==> config.mk <==
export PLATFORM = sky130hd
export DESIGN_NAME = dit_ctrl
export DESIGN_NICKNAME = d
export VERILOG_FILES = /design/src/pkg/dit_pkg.sv /design/src/rtl/dit_ctrl.sv
export VERILOG_INCLUDE_DIRS = /design/src /design/src/pkg
export SDC_FILE = /design/constraint.sdc
export NUM_CORES = 1
export LEC_CHECK = 0
export BUFFER_PORTS_ARGS = -buffer_cell sky130_fd_sc_hd__buf_2
export CAP_MARGIN = 10
export CORE_MARGIN = 10
export CORE_UTILIZATION = 40
export DETAILED_ROUTE_END_ITERATION = 12
export PLACE_DENSITY_LB_ADDON = 0.12
export SLEW_MARGIN = 40
export SYNTH_ARGS = -nofsm -noshare
export SYNTH_HDL_FRONTEND = slang
export SYNTH_SLANG_ARGS = --single-unit
==> constraint.sdc <==
create_clock -name pclk -period 6.8 [get_ports pclk]
set_input_delay 1.36 -clock pclk [delete_from_list [all_inputs] [get_ports pclk]]
set_output_delay 1.36 -clock pclk [all_outputs]
set_load 0.05 [all_outputs]
==> src/pkg/dit_map.svh <==
// Register offsets, field positions and timing figures for the DDR2 init controller
`ifndef DIT_MAP_SVH
`define DIT_MAP_SVH
`define DIT_OFF_CTRL      12'h000
`define DIT_OFF_STATUS    12'h004
`define DIT_OFF_MODE      12'h008
`define DIT_OFF_EXTMODE   12'h00C
`define DIT_OFF_TIMING    12'h010
`define DIT_OFF_CMD       12'h014
`define DIT_CTRL_START    0
`define DIT_CTRL_SRATE    1
`define DIT_STS_READY     0
`define DIT_STS_CKE       1
`define DIT_STS_BUSY      2
`define DIT_STS_REJECT    3
`define DIT_CLK_PS        20000
`define DIT_IDLE_NS       200000
`define DIT_CKE_WAIT_NS   400
`define DIT_IDLE_CYC      ((`DIT_IDLE_NS * 1000 + `DIT_CLK_PS - 1) / `DIT_CLK_PS)
`define DIT_CKE_CYC       ((`DIT_CKE_WAIT_NS * 1000 + `DIT_CLK_PS - 1) / `DIT_CLK_PS)
`define DIT_DLL_LOCK_CYC  200
`define DIT_REFRESHES     2
`define DIT_BIT_DLL_RST   8
`define DIT_BIT_ALL_BANKS 10
`define DIT_BIT_DLL_DIS   0
`define DIT_BIT_CAL_LOW   7
`define DIT_BIT_CAL_MID   8
`define DIT_BIT_CAL_HIGH  9
`define DIT_BANK_MODE     3'h0
`define DIT_BANK_EXT      3'h1
`define DIT_BANK_EXT2     3'h2
`define DIT_BANK_EXT3     3'h3
`define DIT_RST_MRD       4'h2
`define DIT_RST_RCD       4'h1
`define DIT_RST_RRD       4'h1
`define DIT_RST_RC        5'h03
`define DIT_RST_FAW       5'h02
`endif

==> src/pkg/dit_pkg.sv <==
// Types for the DDR2 init and activate controller
package dit_pkg;
    typedef struct packed {
        logic        cs_n;
        logic        ras_n;
        logic        cas_n;
        logic        we_n;
        logic [2:0]  bank;
        logic [13:0] addr;
    } dit_cmd_t;

    typedef struct packed {
        logic [4:0] faw;
        logic [4:0] rc;
        logic [3:0] rrd;
        logic [3:0] rcd;
        logic [3:0] mrd;
    } dit_timing_t;

    typedef enum logic [1:0] {
        DIT_OP_ACT,
        DIT_OP_PRE,
        DIT_OP_RD,
        DIT_OP_WR
    } dit_op_t;
endpackage : dit_pkg

==> src/rtl/dit_ctrl.sv <==
// DDR2 power-up sequencer and activate spacing controller with an APB slave
// What this block does
// - Termination control held low during power-up
// - 200us of NOPs before raising clock enable
// - Clock enable stays high once raised
// - Wait 400ns after clock enable, precharge all
// - Load ext_mode_reg_two with self-refresh rate bit
// - Load ext_mode_reg_three with zeros
// - Load ext_mode_reg enabling DLL, calibration zero
// - Load base_mode_reg with DLL reset bit
// - Clock enable high through 200-cycle DLL lock
// - Precharge all, then two or more refreshes
// - Load base_mode_reg, DLL reset bit low
// - Load ext_mode_reg with calibration bits set
// - Load ext_mode_reg with calibration bits cleared
// - No accesses before 200 cycles after DLL reset
// - All-banks flag for precharge; bank bits select register
// - Activate a bank before reading or writing it
// - Time limits rounded up to whole cycles
// - Same-bank activates need precharge and row cycle time
// - Cross-bank activates spaced by row-to-row delay
// - At most four activates per four-activate window
// - Mode loads wait the mode load delay
`timescale 1ns/100ps
`include "dit_map.svh"
module dit_ctrl
(
    input  wire logic                pclk,
    input  wire logic                presetn,
    input  wire logic                psel,
    input  wire logic                penable,
    input  wire logic                pwrite,
    input  wire logic [11:0]         paddr,
    input  wire logic [31:0]         pwdata,
    output logic      [31:0]         prdata,
    output logic                     pready,
    output logic                     pslverr,
    output dit_pkg::dit_cmd_t        ddr_cmd,
    output logic                     clk_enable,
    output logic                     termination_ctl
);
    import dit_pkg::*;

    localparam int IDLE_CYC = `DIT_IDLE_CYC;
    localparam int CKE_CYC  = `DIT_CKE_CYC;

    typedef enum {
        DIT_S_OFF, DIT_S_IDLE, DIT_S_CKE, DIT_S_PREA1, DIT_S_EXT2, DIT_S_EXT3,
        DIT_S_EXT_DLL, DIT_S_BASE_RST, DIT_S_PREA2, DIT_S_REF, DIT_S_BASE_OP,
        DIT_S_EXT_CAL, DIT_S_EXT_EXIT, DIT_S_LOCK, DIT_S_RUN
    } dit_state_t;

    dit_state_t  state;
    logic [31:0] wait_cnt;
    logic [7:0]  lock_cnt;
    logic [1:0]  ref_cnt;
    logic        start;
    logic        self_refresh_rate;
    logic [13:0] mode_val;
    logic [13:0] ext_val;
    dit_timing_t timing;
    logic        ready;
    logic        reject;
    logic        busy;
    logic        cmd_go;
    dit_op_t     cmd_op;
    logic [2:0]  cmd_bank;
    logic [13:0] cmd_row;
    logic        init_issue;
    dit_cmd_t    init_cmd;

    logic        bank_open [8];
    logic [3:0]  rcd_cnt [8];
    logic [4:0]  rc_cnt  [8];
    logic [3:0]  rrd_cnt;
    logic [4:0]  faw_age [4];
    logic [1:0]  faw_ptr;
    logic        op_ok;
    logic        act_fire;
    logic [3:0]  act_gap;

    wire wr_en = psel && penable && pwrite;
    wire rd_en = psel && !penable && !pwrite;

    // APB slave: zero wait states, unmapped offsets flag an error
    assign pready = 1'b1;
    always_comb
    begin
        case (paddr)
            `DIT_OFF_CTRL, `DIT_OFF_STATUS, `DIT_OFF_MODE, `DIT_OFF_EXTMODE,
            `DIT_OFF_TIMING, `DIT_OFF_CMD: pslverr = 1'b0;
            default:                       pslverr = psel && penable;
        endcase
    end

    always_ff @(posedge pclk or negedge presetn)
    begin
        if (!presetn)
        begin
            start             <= 1'b0;
            self_refresh_rate <= 1'b0;
            mode_val          <= 14'h0000;
            ext_val           <= 14'h0000;
            timing            <= {`DIT_RST_FAW, `DIT_RST_RC, `DIT_RST_RRD, `DIT_RST_RCD,
                                  `DIT_RST_MRD};
        end
        else if (wr_en)
        begin
            case (paddr)
                `DIT_OFF_CTRL:
                begin
                    start             <= pwdata[`DIT_CTRL_START];
                    self_refresh_rate <= pwdata[`DIT_CTRL_SRATE];
                end
                `DIT_OFF_MODE:    mode_val <= pwdata[13:0];
                `DIT_OFF_EXTMODE: ext_val  <= pwdata[13:0];
                `DIT_OFF_TIMING:  timing   <= pwdata[21:0];
                default:          ;
            endcase
        end
    end

    // Read data registered during setup so it stands through the access phase
    always_ff @(posedge pclk or negedge presetn)
    begin
        if (!presetn)
            prdata <= 32'h0000_0000;
        else if (rd_en)
        begin
            case (paddr)
                `DIT_OFF_CTRL:    prdata <= {30'h0, self_refresh_rate, start};
                `DIT_OFF_STATUS:  prdata <= {28'h0, reject, busy, clk_enable, ready};
                `DIT_OFF_MODE:    prdata <= {18'h0, mode_val};
                `DIT_OFF_EXTMODE: prdata <= {18'h0, ext_val};
                `DIT_OFF_TIMING:  prdata <= {10'h0, timing};
                default:          prdata <= 32'h0000_0000;
            endcase
        end
    end

    // Command requests from software: op in [1:0], bank in [4:2], row in [18:5]
    assign cmd_go   = wr_en && paddr == `DIT_OFF_CMD;
    assign cmd_op   = dit_op_t'(pwdata[1:0]);
    assign cmd_bank = pwdata[4:2];
    assign cmd_row  = pwdata[18:5];

    // Power-up sequencer
    always_ff @(posedge pclk or negedge presetn)
    begin
        if (!presetn)
        begin
            state    <= DIT_S_OFF;
            wait_cnt <= 32'h0000_0000;
            ref_cnt  <= 2'h0;
        end
        else if (wait_cnt != 32'h0000_0000)
            wait_cnt <= wait_cnt - 32'h0000_0001;
        else
        begin
            case (state)
                DIT_S_OFF:
                    if (start)
                    begin
                        state    <= DIT_S_IDLE;
                        wait_cnt <= 32'(IDLE_CYC);
                    end
                DIT_S_IDLE:
                begin
                    state    <= DIT_S_CKE;
                    wait_cnt <= 32'(CKE_CYC);
                end
                DIT_S_CKE:      state <= DIT_S_PREA1;
                DIT_S_PREA1:    state <= DIT_S_EXT2;
                DIT_S_EXT2, DIT_S_EXT3, DIT_S_EXT_DLL, DIT_S_BASE_RST, DIT_S_BASE_OP,
                DIT_S_EXT_CAL:
                begin
                    state    <= dit_state_t'(state + 1);
                    wait_cnt <= 32'(timing.mrd);
                    ref_cnt  <= 2'h0;
                end
                DIT_S_PREA2:    state <= DIT_S_REF;
                DIT_S_REF:
                begin
                    ref_cnt <= ref_cnt + 2'h1;
                    if (ref_cnt == 2'(`DIT_REFRESHES - 1))
                        state <= DIT_S_BASE_OP;
                    else
                        wait_cnt <= 32'(timing.rc);
                end
                DIT_S_EXT_EXIT:
                begin
                    state    <= DIT_S_LOCK;
                    wait_cnt <= 32'(timing.mrd);
                end
                DIT_S_LOCK:     if (lock_cnt == 8'h00) state <= DIT_S_RUN;
                default:        ;
            endcase
        end
    end

    // Lock counter starts at the DLL reset load
    always_ff @(posedge pclk or negedge presetn)
    begin
        if (!presetn)
            lock_cnt <= 8'h00;
        else if (state == DIT_S_BASE_RST && wait_cnt == 32'h0000_0000)
            lock_cnt <= 8'(`DIT_DLL_LOCK_CYC - 1);
        else if (lock_cnt != 8'h00)
            lock_cnt <= lock_cnt - 8'h01;
    end

    assign ready = state == DIT_S_RUN;
    assign busy  = state != DIT_S_OFF && state != DIT_S_RUN;

    // Clock enable rises after the idle period and never falls again
    always_ff @(posedge pclk or negedge presetn)
    begin
        if (!presetn)
            clk_enable <= 1'b0;
        else if (state == DIT_S_IDLE && wait_cnt == 32'h0000_0000)
            clk_enable <= 1'b1;
    end

    always_ff @(posedge pclk or negedge presetn)
    begin
        if (!presetn)
            termination_ctl <= 1'b0;
        else
            termination_ctl <= 1'b0;
    end

    // Init command selection
    always_comb
    begin
        init_issue = wait_cnt == 32'h0000_0000;
        init_cmd   = '{cs_n: 1'b0, ras_n: 1'b1, cas_n: 1'b1, we_n: 1'b1,
                       bank: 3'h0, addr: 14'h0000};
        case (state)
            DIT_S_PREA1, DIT_S_PREA2:
            begin
                init_cmd.ras_n                     = 1'b0;
                init_cmd.we_n                      = 1'b0;
                init_cmd.addr[`DIT_BIT_ALL_BANKS]  = 1'b1;
            end
            DIT_S_REF:
            begin
                init_cmd.ras_n = 1'b0;
                init_cmd.cas_n = 1'b0;
            end
            DIT_S_EXT2, DIT_S_EXT3, DIT_S_EXT_DLL, DIT_S_BASE_RST, DIT_S_BASE_OP,
            DIT_S_EXT_CAL, DIT_S_EXT_EXIT:
            begin
                init_cmd.ras_n = 1'b0;
                init_cmd.cas_n = 1'b0;
                init_cmd.we_n  = 1'b0;
                case (state)
                    DIT_S_EXT2:
                    begin
                        init_cmd.bank                    = `DIT_BANK_EXT2;
                        init_cmd.addr[`DIT_BIT_CAL_LOW]  = self_refresh_rate;
                    end
                    DIT_S_EXT3:    init_cmd.bank = `DIT_BANK_EXT3;
                    DIT_S_EXT_DLL:
                    begin
                        init_cmd.bank                    = `DIT_BANK_EXT;
                        init_cmd.addr[`DIT_BIT_DLL_DIS]  = 1'b0;
                    end
                    DIT_S_BASE_RST:
                    begin
                        init_cmd.bank                    = `DIT_BANK_MODE;
                        init_cmd.addr[`DIT_BIT_DLL_RST]  = 1'b1;
                    end
                    DIT_S_BASE_OP:
                    begin
                        init_cmd.bank                    = `DIT_BANK_MODE;
                        init_cmd.addr                    = mode_val;
                        init_cmd.addr[`DIT_BIT_DLL_RST]  = 1'b0;
                    end
                    DIT_S_EXT_CAL:
                    begin
                        init_cmd.bank                    = `DIT_BANK_EXT;
                        init_cmd.addr                    = ext_val;
                        init_cmd.addr[`DIT_BIT_DLL_DIS]  = 1'b0;
                        init_cmd.addr[`DIT_BIT_CAL_LOW]  = 1'b1;
                        init_cmd.addr[`DIT_BIT_CAL_MID]  = 1'b1;
                        init_cmd.addr[`DIT_BIT_CAL_HIGH] = 1'b1;
                    end
                    default:
                    begin
                        init_cmd.bank                    = `DIT_BANK_EXT;
                        init_cmd.addr                    = ext_val;
                        init_cmd.addr[`DIT_BIT_DLL_DIS]  = 1'b0;
                        init_cmd.addr[`DIT_BIT_CAL_LOW]  = 1'b0;
                        init_cmd.addr[`DIT_BIT_CAL_MID]  = 1'b0;
                        init_cmd.addr[`DIT_BIT_CAL_HIGH] = 1'b0;
                    end
                endcase
            end
            default: init_issue = 1'b0;
        endcase
    end

    // Spacing checks for software commands
    always_comb
    begin
        op_ok = ready;
        case (cmd_op)
            DIT_OP_ACT:
                op_ok = ready && !bank_open[cmd_bank] && rc_cnt[cmd_bank] == 5'h00
                        && rrd_cnt == 4'h0 && faw_age[faw_ptr] == 5'h00;
            DIT_OP_RD, DIT_OP_WR:
                op_ok = ready && bank_open[cmd_bank] && rcd_cnt[cmd_bank] == 4'h0;
            default: op_ok = ready;
        endcase
    end

    assign act_fire = cmd_go && op_ok && cmd_op == DIT_OP_ACT;

    // Per-bank open flags and timers
    genvar b;
    generate
        for (b = 0; b < 8; b++)
        begin : g_bank
            always_ff @(posedge pclk or negedge presetn)
            begin
                if (!presetn)
                begin
                    bank_open[b] <= 1'b0;
                    rcd_cnt[b]   <= 4'h0;
                    rc_cnt[b]    <= 5'h00;
                end
                else if (act_fire && cmd_bank == 3'(b))
                begin
                    bank_open[b] <= 1'b1;
                    rcd_cnt[b]   <= timing.rcd - 4'h1;
                    rc_cnt[b]    <= timing.rc - 5'h01;
                end
                else
                begin
                    if (cmd_go && op_ok && cmd_op == DIT_OP_PRE && cmd_bank == 3'(b))
                        bank_open[b] <= 1'b0;
                    if (rcd_cnt[b] != 4'h0)
                        rcd_cnt[b] <= rcd_cnt[b] - 4'h1;
                    if (rc_cnt[b] != 5'h00)
                        rc_cnt[b] <= rc_cnt[b] - 5'h01;
                end
            end
        end
    endgenerate

    // Four-slot activate history for the rolling window
    always_ff @(posedge pclk or negedge presetn)
    begin
        if (!presetn)
        begin
            rrd_cnt <= 4'h0;
            faw_ptr <= 2'h0;
            for (int i = 0; i < 4; i++)
                faw_age[i] <= 5'h00;
        end
        else
        begin
            for (int i = 0; i < 4; i++)
                if (faw_age[i] != 5'h00)
                    faw_age[i] <= faw_age[i] - 5'h01;
            if (rrd_cnt != 4'h0)
                rrd_cnt <= rrd_cnt - 4'h1;
            if (act_fire)
            begin
                rrd_cnt          <= timing.rrd - 4'h1;
                faw_age[faw_ptr] <= timing.faw - 5'h01;
                faw_ptr          <= faw_ptr + 2'h1;
            end
        end
    end

    // Cycles since the last activate, saturating, for the spacing check
    always_ff @(posedge pclk or negedge presetn)
    begin
        if (!presetn)
            act_gap <= 4'hF;
        else if (act_fire)
            act_gap <= 4'h1;
        else if (act_gap != 4'hF)
            act_gap <= act_gap + 4'h1;
    end

    // Command output register and sticky reject flag
    always_ff @(posedge pclk or negedge presetn)
    begin
        if (!presetn)
            ddr_cmd <= '{cs_n: 1'b1, ras_n: 1'b1, cas_n: 1'b1, we_n: 1'b1,
                         bank: 3'h0, addr: 14'h0000};
        else if (init_issue)
            ddr_cmd <= init_cmd;
        else if (cmd_go && op_ok)
        begin
            ddr_cmd.cs_n  <= 1'b0;
            ddr_cmd.bank  <= cmd_bank;
            ddr_cmd.addr  <= cmd_row;
            ddr_cmd.ras_n <= !(cmd_op == DIT_OP_ACT || cmd_op == DIT_OP_PRE);
            ddr_cmd.cas_n <= !(cmd_op == DIT_OP_RD || cmd_op == DIT_OP_WR);
            ddr_cmd.we_n  <= !(cmd_op == DIT_OP_PRE || cmd_op == DIT_OP_WR);
        end
        else
            ddr_cmd <= '{cs_n: 1'b0, ras_n: 1'b1, cas_n: 1'b1, we_n: 1'b1,
                         bank: 3'h0, addr: 14'h0000};
    end

    always_ff @(posedge pclk or negedge presetn)
    begin
        if (!presetn)
            reject <= 1'b0;
        else if (cmd_go && !op_ok)
            reject <= 1'b1;
        else if (wr_en && paddr == `DIT_OFF_STATUS && pwdata[`DIT_STS_REJECT])
            reject <= 1'b0;
    end

    a_cke_stays_high: assert property (@(posedge pclk) disable iff (!presetn)
        $fell(clk_enable) |-> 1'b0) else $error("clock enable fell");
    a_termination_low: assert property (@(posedge pclk) disable iff (!presetn)
        !termination_ctl) else $error("termination driven");
    a_no_early_act: assert property (@(posedge pclk) disable iff (!presetn)
        cmd_go && !ready |=> reject) else $error("early command not refused");
    a_rrd_spacing: assert property (@(posedge pclk) disable iff (!presetn)
        act_fire |-> act_gap >= timing.rrd) else $error("row-to-row spacing broken");
    a_rd_needs_open: assert property (@(posedge pclk) disable iff (!presetn)
        !ddr_cmd.cs_n && ddr_cmd.ras_n && !ddr_cmd.cas_n |-> bank_open[ddr_cmd.bank])
        else $error("access to closed bank");
    a_cke_before_prea: assert property (@(posedge pclk) disable iff (!presetn)
        state == DIT_S_PREA1 |-> clk_enable) else $error("precharge before cke");
    a_dll_lock_hold: assert property (@(posedge pclk) disable iff (!presetn)
        lock_cnt != 8'h00 |-> clk_enable && state != DIT_S_RUN)
        else $error("run during dll lock");
    a_same_bank_rc: assert property (@(posedge pclk) disable iff (!presetn)
        act_fire |=> rc_cnt[$past(cmd_bank)] == $past(timing.rc) - 5'h01)
        else $error("rc timer not loaded");
    c_ready: cover property (@(posedge pclk) $rose(ready));
    c_act: cover property (@(posedge pclk) act_fire);
    c_reject: cover property (@(posedge pclk) $rose(reject));
endmodule : dit_ctrl

==> results_dict.tcl <==
set metrics [dict create \
    setup_viol 0 \
    postCtsResizedCells 0 \
    multi_input_area_um2 7207 \
    grt_max_degree 91 \
    detail_route.wl_per_cell_um 19.08 \
    synth-seq-area-share 0.4698 \
    avgSynthCellArea_um2 10.08 \
    crit_path_cell_trace "buf_2 -> or4_4 -> nor3_1 -> a21oi_1 -> buf_2" \
    grt_pass1_vias 10720 \
    final_area_um2 16800 \
    crit_buf_inv 2 \
    ctsRootBufferMaster "clkbuf_16" \
    cp_max_fo 4 \
    drv_cap 0 \
    clk_latency_ps 520 \
    cts.sinks 277 \
    synth_cell_type_count 74 \
    top_usage_layer "met2" \
    hpwl_um 26850 \
    leakage_nw 7.871 \
    cts.htree.levels 2 \
    grt.met3_usage 0.02798 \
    n_fill_cell 3431 \
    grt_use_total 0.1701 \
    gp_congestion 0.8478 \
    worstSetupStartpointType "input pin" \
    wl_um 38390 \
    grt-ovfl-total 0 \
    synth.most_common_cell "dfrtp_1" \
    drive_above_1_share 0.1717 \
    seq_power_share 0.455 \
    cts-buffers-inserted 35 \
    antenna_found_initial 1 \
    dr_total_vias 11020 \
    hold_viol 0 \
    synthCells 1467 \
    switching_share 0.2488 \
    drc 0 \
    p_per_area_nw_per_um2 238.9 \
    tns_ps 0 \
    nets 1619 \
    critical_path.slowest_cell "or4_4" \
    timing.slew.headroom 0.4513 \
    ir_drop_v 0.0001250 \
    min-delay-start "state[19]" \
    rsz0062_at_grt "false" \
    drv_slew 0 \
    path_class "input pin to primary output" \
    clkTransAtPathRegs_ps 60 \
    synth_edf_count 0 \
    synthArstFlopShare 1.000 \
    max_slew.worst_pin.slew_ps 811.6 \
    hold_path.class "flop to flop" \
    core_area_um2 36520 \
    die_y_um 212.2 \
    p_clk_frac 0.464 \
    max_freq_ghz 0.2365 \
    synthTopCellsByArea "dfrtp_1, mux2i_1, ha_1" \
    fin_crit_sh 0.6218 \
    cts_hold_buffers 0 \
    yosysTopAreaCellShare 0.4520 \
    end_kind "primary output" \
    critPathArrivalTime_ps 2870 \
    status "finished clean" \
    first_iter_violations 747 \
    grt_use_met1 0.2501 \
    fin_crit_ps 4229 \
    dieArea_um2 45040 \
    yosysWarnings 0 \
    synth_top_flop_cell "dfrtp_1" \
    viasPerCell 5.475 \
    initial_utilization 0.4047 \
    critPathTopFamily "simple AND/OR/NAND/NOR gates" \
    grt_pass1_wl_um 61240 \
    setup.worst_path.start "paddr[9]" \
    die_w_um 212.2 \
    first_pass_iters 6 \
    cts_tree "done" \
    port_buffers 83 \
    yosys.area.top_type "dfrtp_1" \
    required_ps 5440 \
    synth_common_cells "dfrtp_1, nand2_1, mux2i_1" \
    netlist_area_um2 14780 \
    postRouteAntennaNets 0 \
    place_area_um2 15610 \
    combPwrFrac 0.081 \
    synth-seq-cells 277 \
    rows 70 \
    area_growth_pct 13.65 \
    clockBufferDepth 3 \
    finalClockSkew_ps 27.26 \
    use_met2 0.2534 \
    cp_slowest_stage_delay_ps 570 \
    worstReg2RegStart "state[13]" \
    p_sw_mw 0.9985 \
    crit_top_cell "buf_2" \
    p_int_mw 3.015 \
    postCtsSetupRepairBufs 0 \
    seq_area_um2 6944 \
    io_pins 106 \
]
==> placed cells by master, fill, tap and decap left out, types with 10 or more instances in the layout <==
| cell | synthesis | final |
|---|---|---|
| dfrtp_1 | 267 | 267 |
| nand2_1 | 137 | 136 |
| mux2i_1 | 107 | 107 |
| nor2_1 | 102 | 101 |
| inv_1 | 81 | 81 |
| buf_2 | 7 | 81 |
| o21ai_0 | 73 | 73 |
| nor3_1 | 57 | 56 |
| a21oi_1 | 55 | 55 |
| mux2_2 | 55 | 55 |
| ha_1 | 52 | 52 |
| xnor2_1 | 40 | 38 |
| nand3_1 | 36 | 36 |
| clkbuf_16 | 0 | 36 |
| xor2_1 | 36 | 35 |
| nor4_1 | 35 | 27 |
| a41o_1 | 17 | 17 |
| buf_4 | 15 | 15 |
| nand2b_1 | 14 | 14 |
| a22oi_1 | 14 | 14 |
| or3_1 | 13 | 13 |
| conb_1 | 2 | 13 |
| nand4_1 | 11 | 11 |
| nor4_2 | 3 | 11 |
| clkbuf_1 | 63 | 11 |
| dfstp_2 | 10 | 10 |
==> sequential cells by signal (all words and copies together), names as in the netlist, 8 cells and up <==
name	cells
ddr_cmd	21
ext_val	14
timing	22
faw_age	20
rc_cnt	40
wait_cnt	32
prdata	22
bank_open	8
lock_cnt	8
rcd_cnt	32
state	32
mode_val	14
==> per-layer routing <==
layer	up-vias	part of all wire
li1	5279	-
met1	5436	0.50
met2	252	0.43
met3	49	0.049
met4	0	0.018
met5	-	0
==> power groups by stage <==
stage                     Combinational, mW  Sequential, mW  Clock (mW)
final                                 0.326            1.82        1.86
after global routing                  0.367            1.84        1.99
after CTS                             0.328            1.82        1.91
after detailed placement              0.326            1.85           0
after global placement                0.319            1.85           0
after floorplan                       0.210            1.85           0
==> worst reg2reg max path: stages (launching register included) <==
cell and delay, ps:
dfrtp_1 380, nor4_1 320, nand4_1 430, or3_2 790, nor4_4 680, nand4b_1 700
mux2i_1 350
==> kinds of logic (layout without fill, tap and decap cells) <==
kind of cell,after synthesis,in the layout,share of synthesized area
xor gates and xnor gates,76,76,0.04503
other,2,14,0.0005081
buffers and inverters,178,243,0.05299
and+or+nand+nor,470,470,0.1613
muxes,162,162,0.1144
DFF,277,277,0.4698
adders and majority gates,52,52,0.04402
AOI/OAI and AO/OA,250,250,0.1120
==> layout make-up <==
type,instances,area share
Antenna cell,1,0.0001490
Multi-Input combinational cell,1023,0.4290
Clock inverter,9,0.008341
Sequential cell,277,0.4133
Inverter,81,0.01810
Tap cell,468,0.03486
Timing Repair Buffer,100,0.03523
Clock buffer,53,0.06100
==> stage by stage <==
step,power [mW],hold WS (ps),std cells,util,worst slack [ps]
floorplan,2.055,429.4,1478,-,2987
global placement,2.167,365.9,1948,0.4250,1870
detailed placement,2.178,365.6,1949,0.4275,2048
CTS,4.065,379.2,2011,0.4594,2579
global route,4.198,384.3,2012,0.4600,2335
finish,4.013,374.4,2012,0.4600,2571
==> final timing paths <==
check                              end  slack, ps  cells after the start
max in group asynchronous  ext_val[10]       4760                      3
max                            pslverr       2570                      5
min                          state[19]        370                      0
min reg2reg                  state[19]        370                      0
min in group asynchronous  faw_age[15]        770                      1
max reg2reg                 rc_cnt[10]       3070                      6
(Power assumes the default switching activity.)
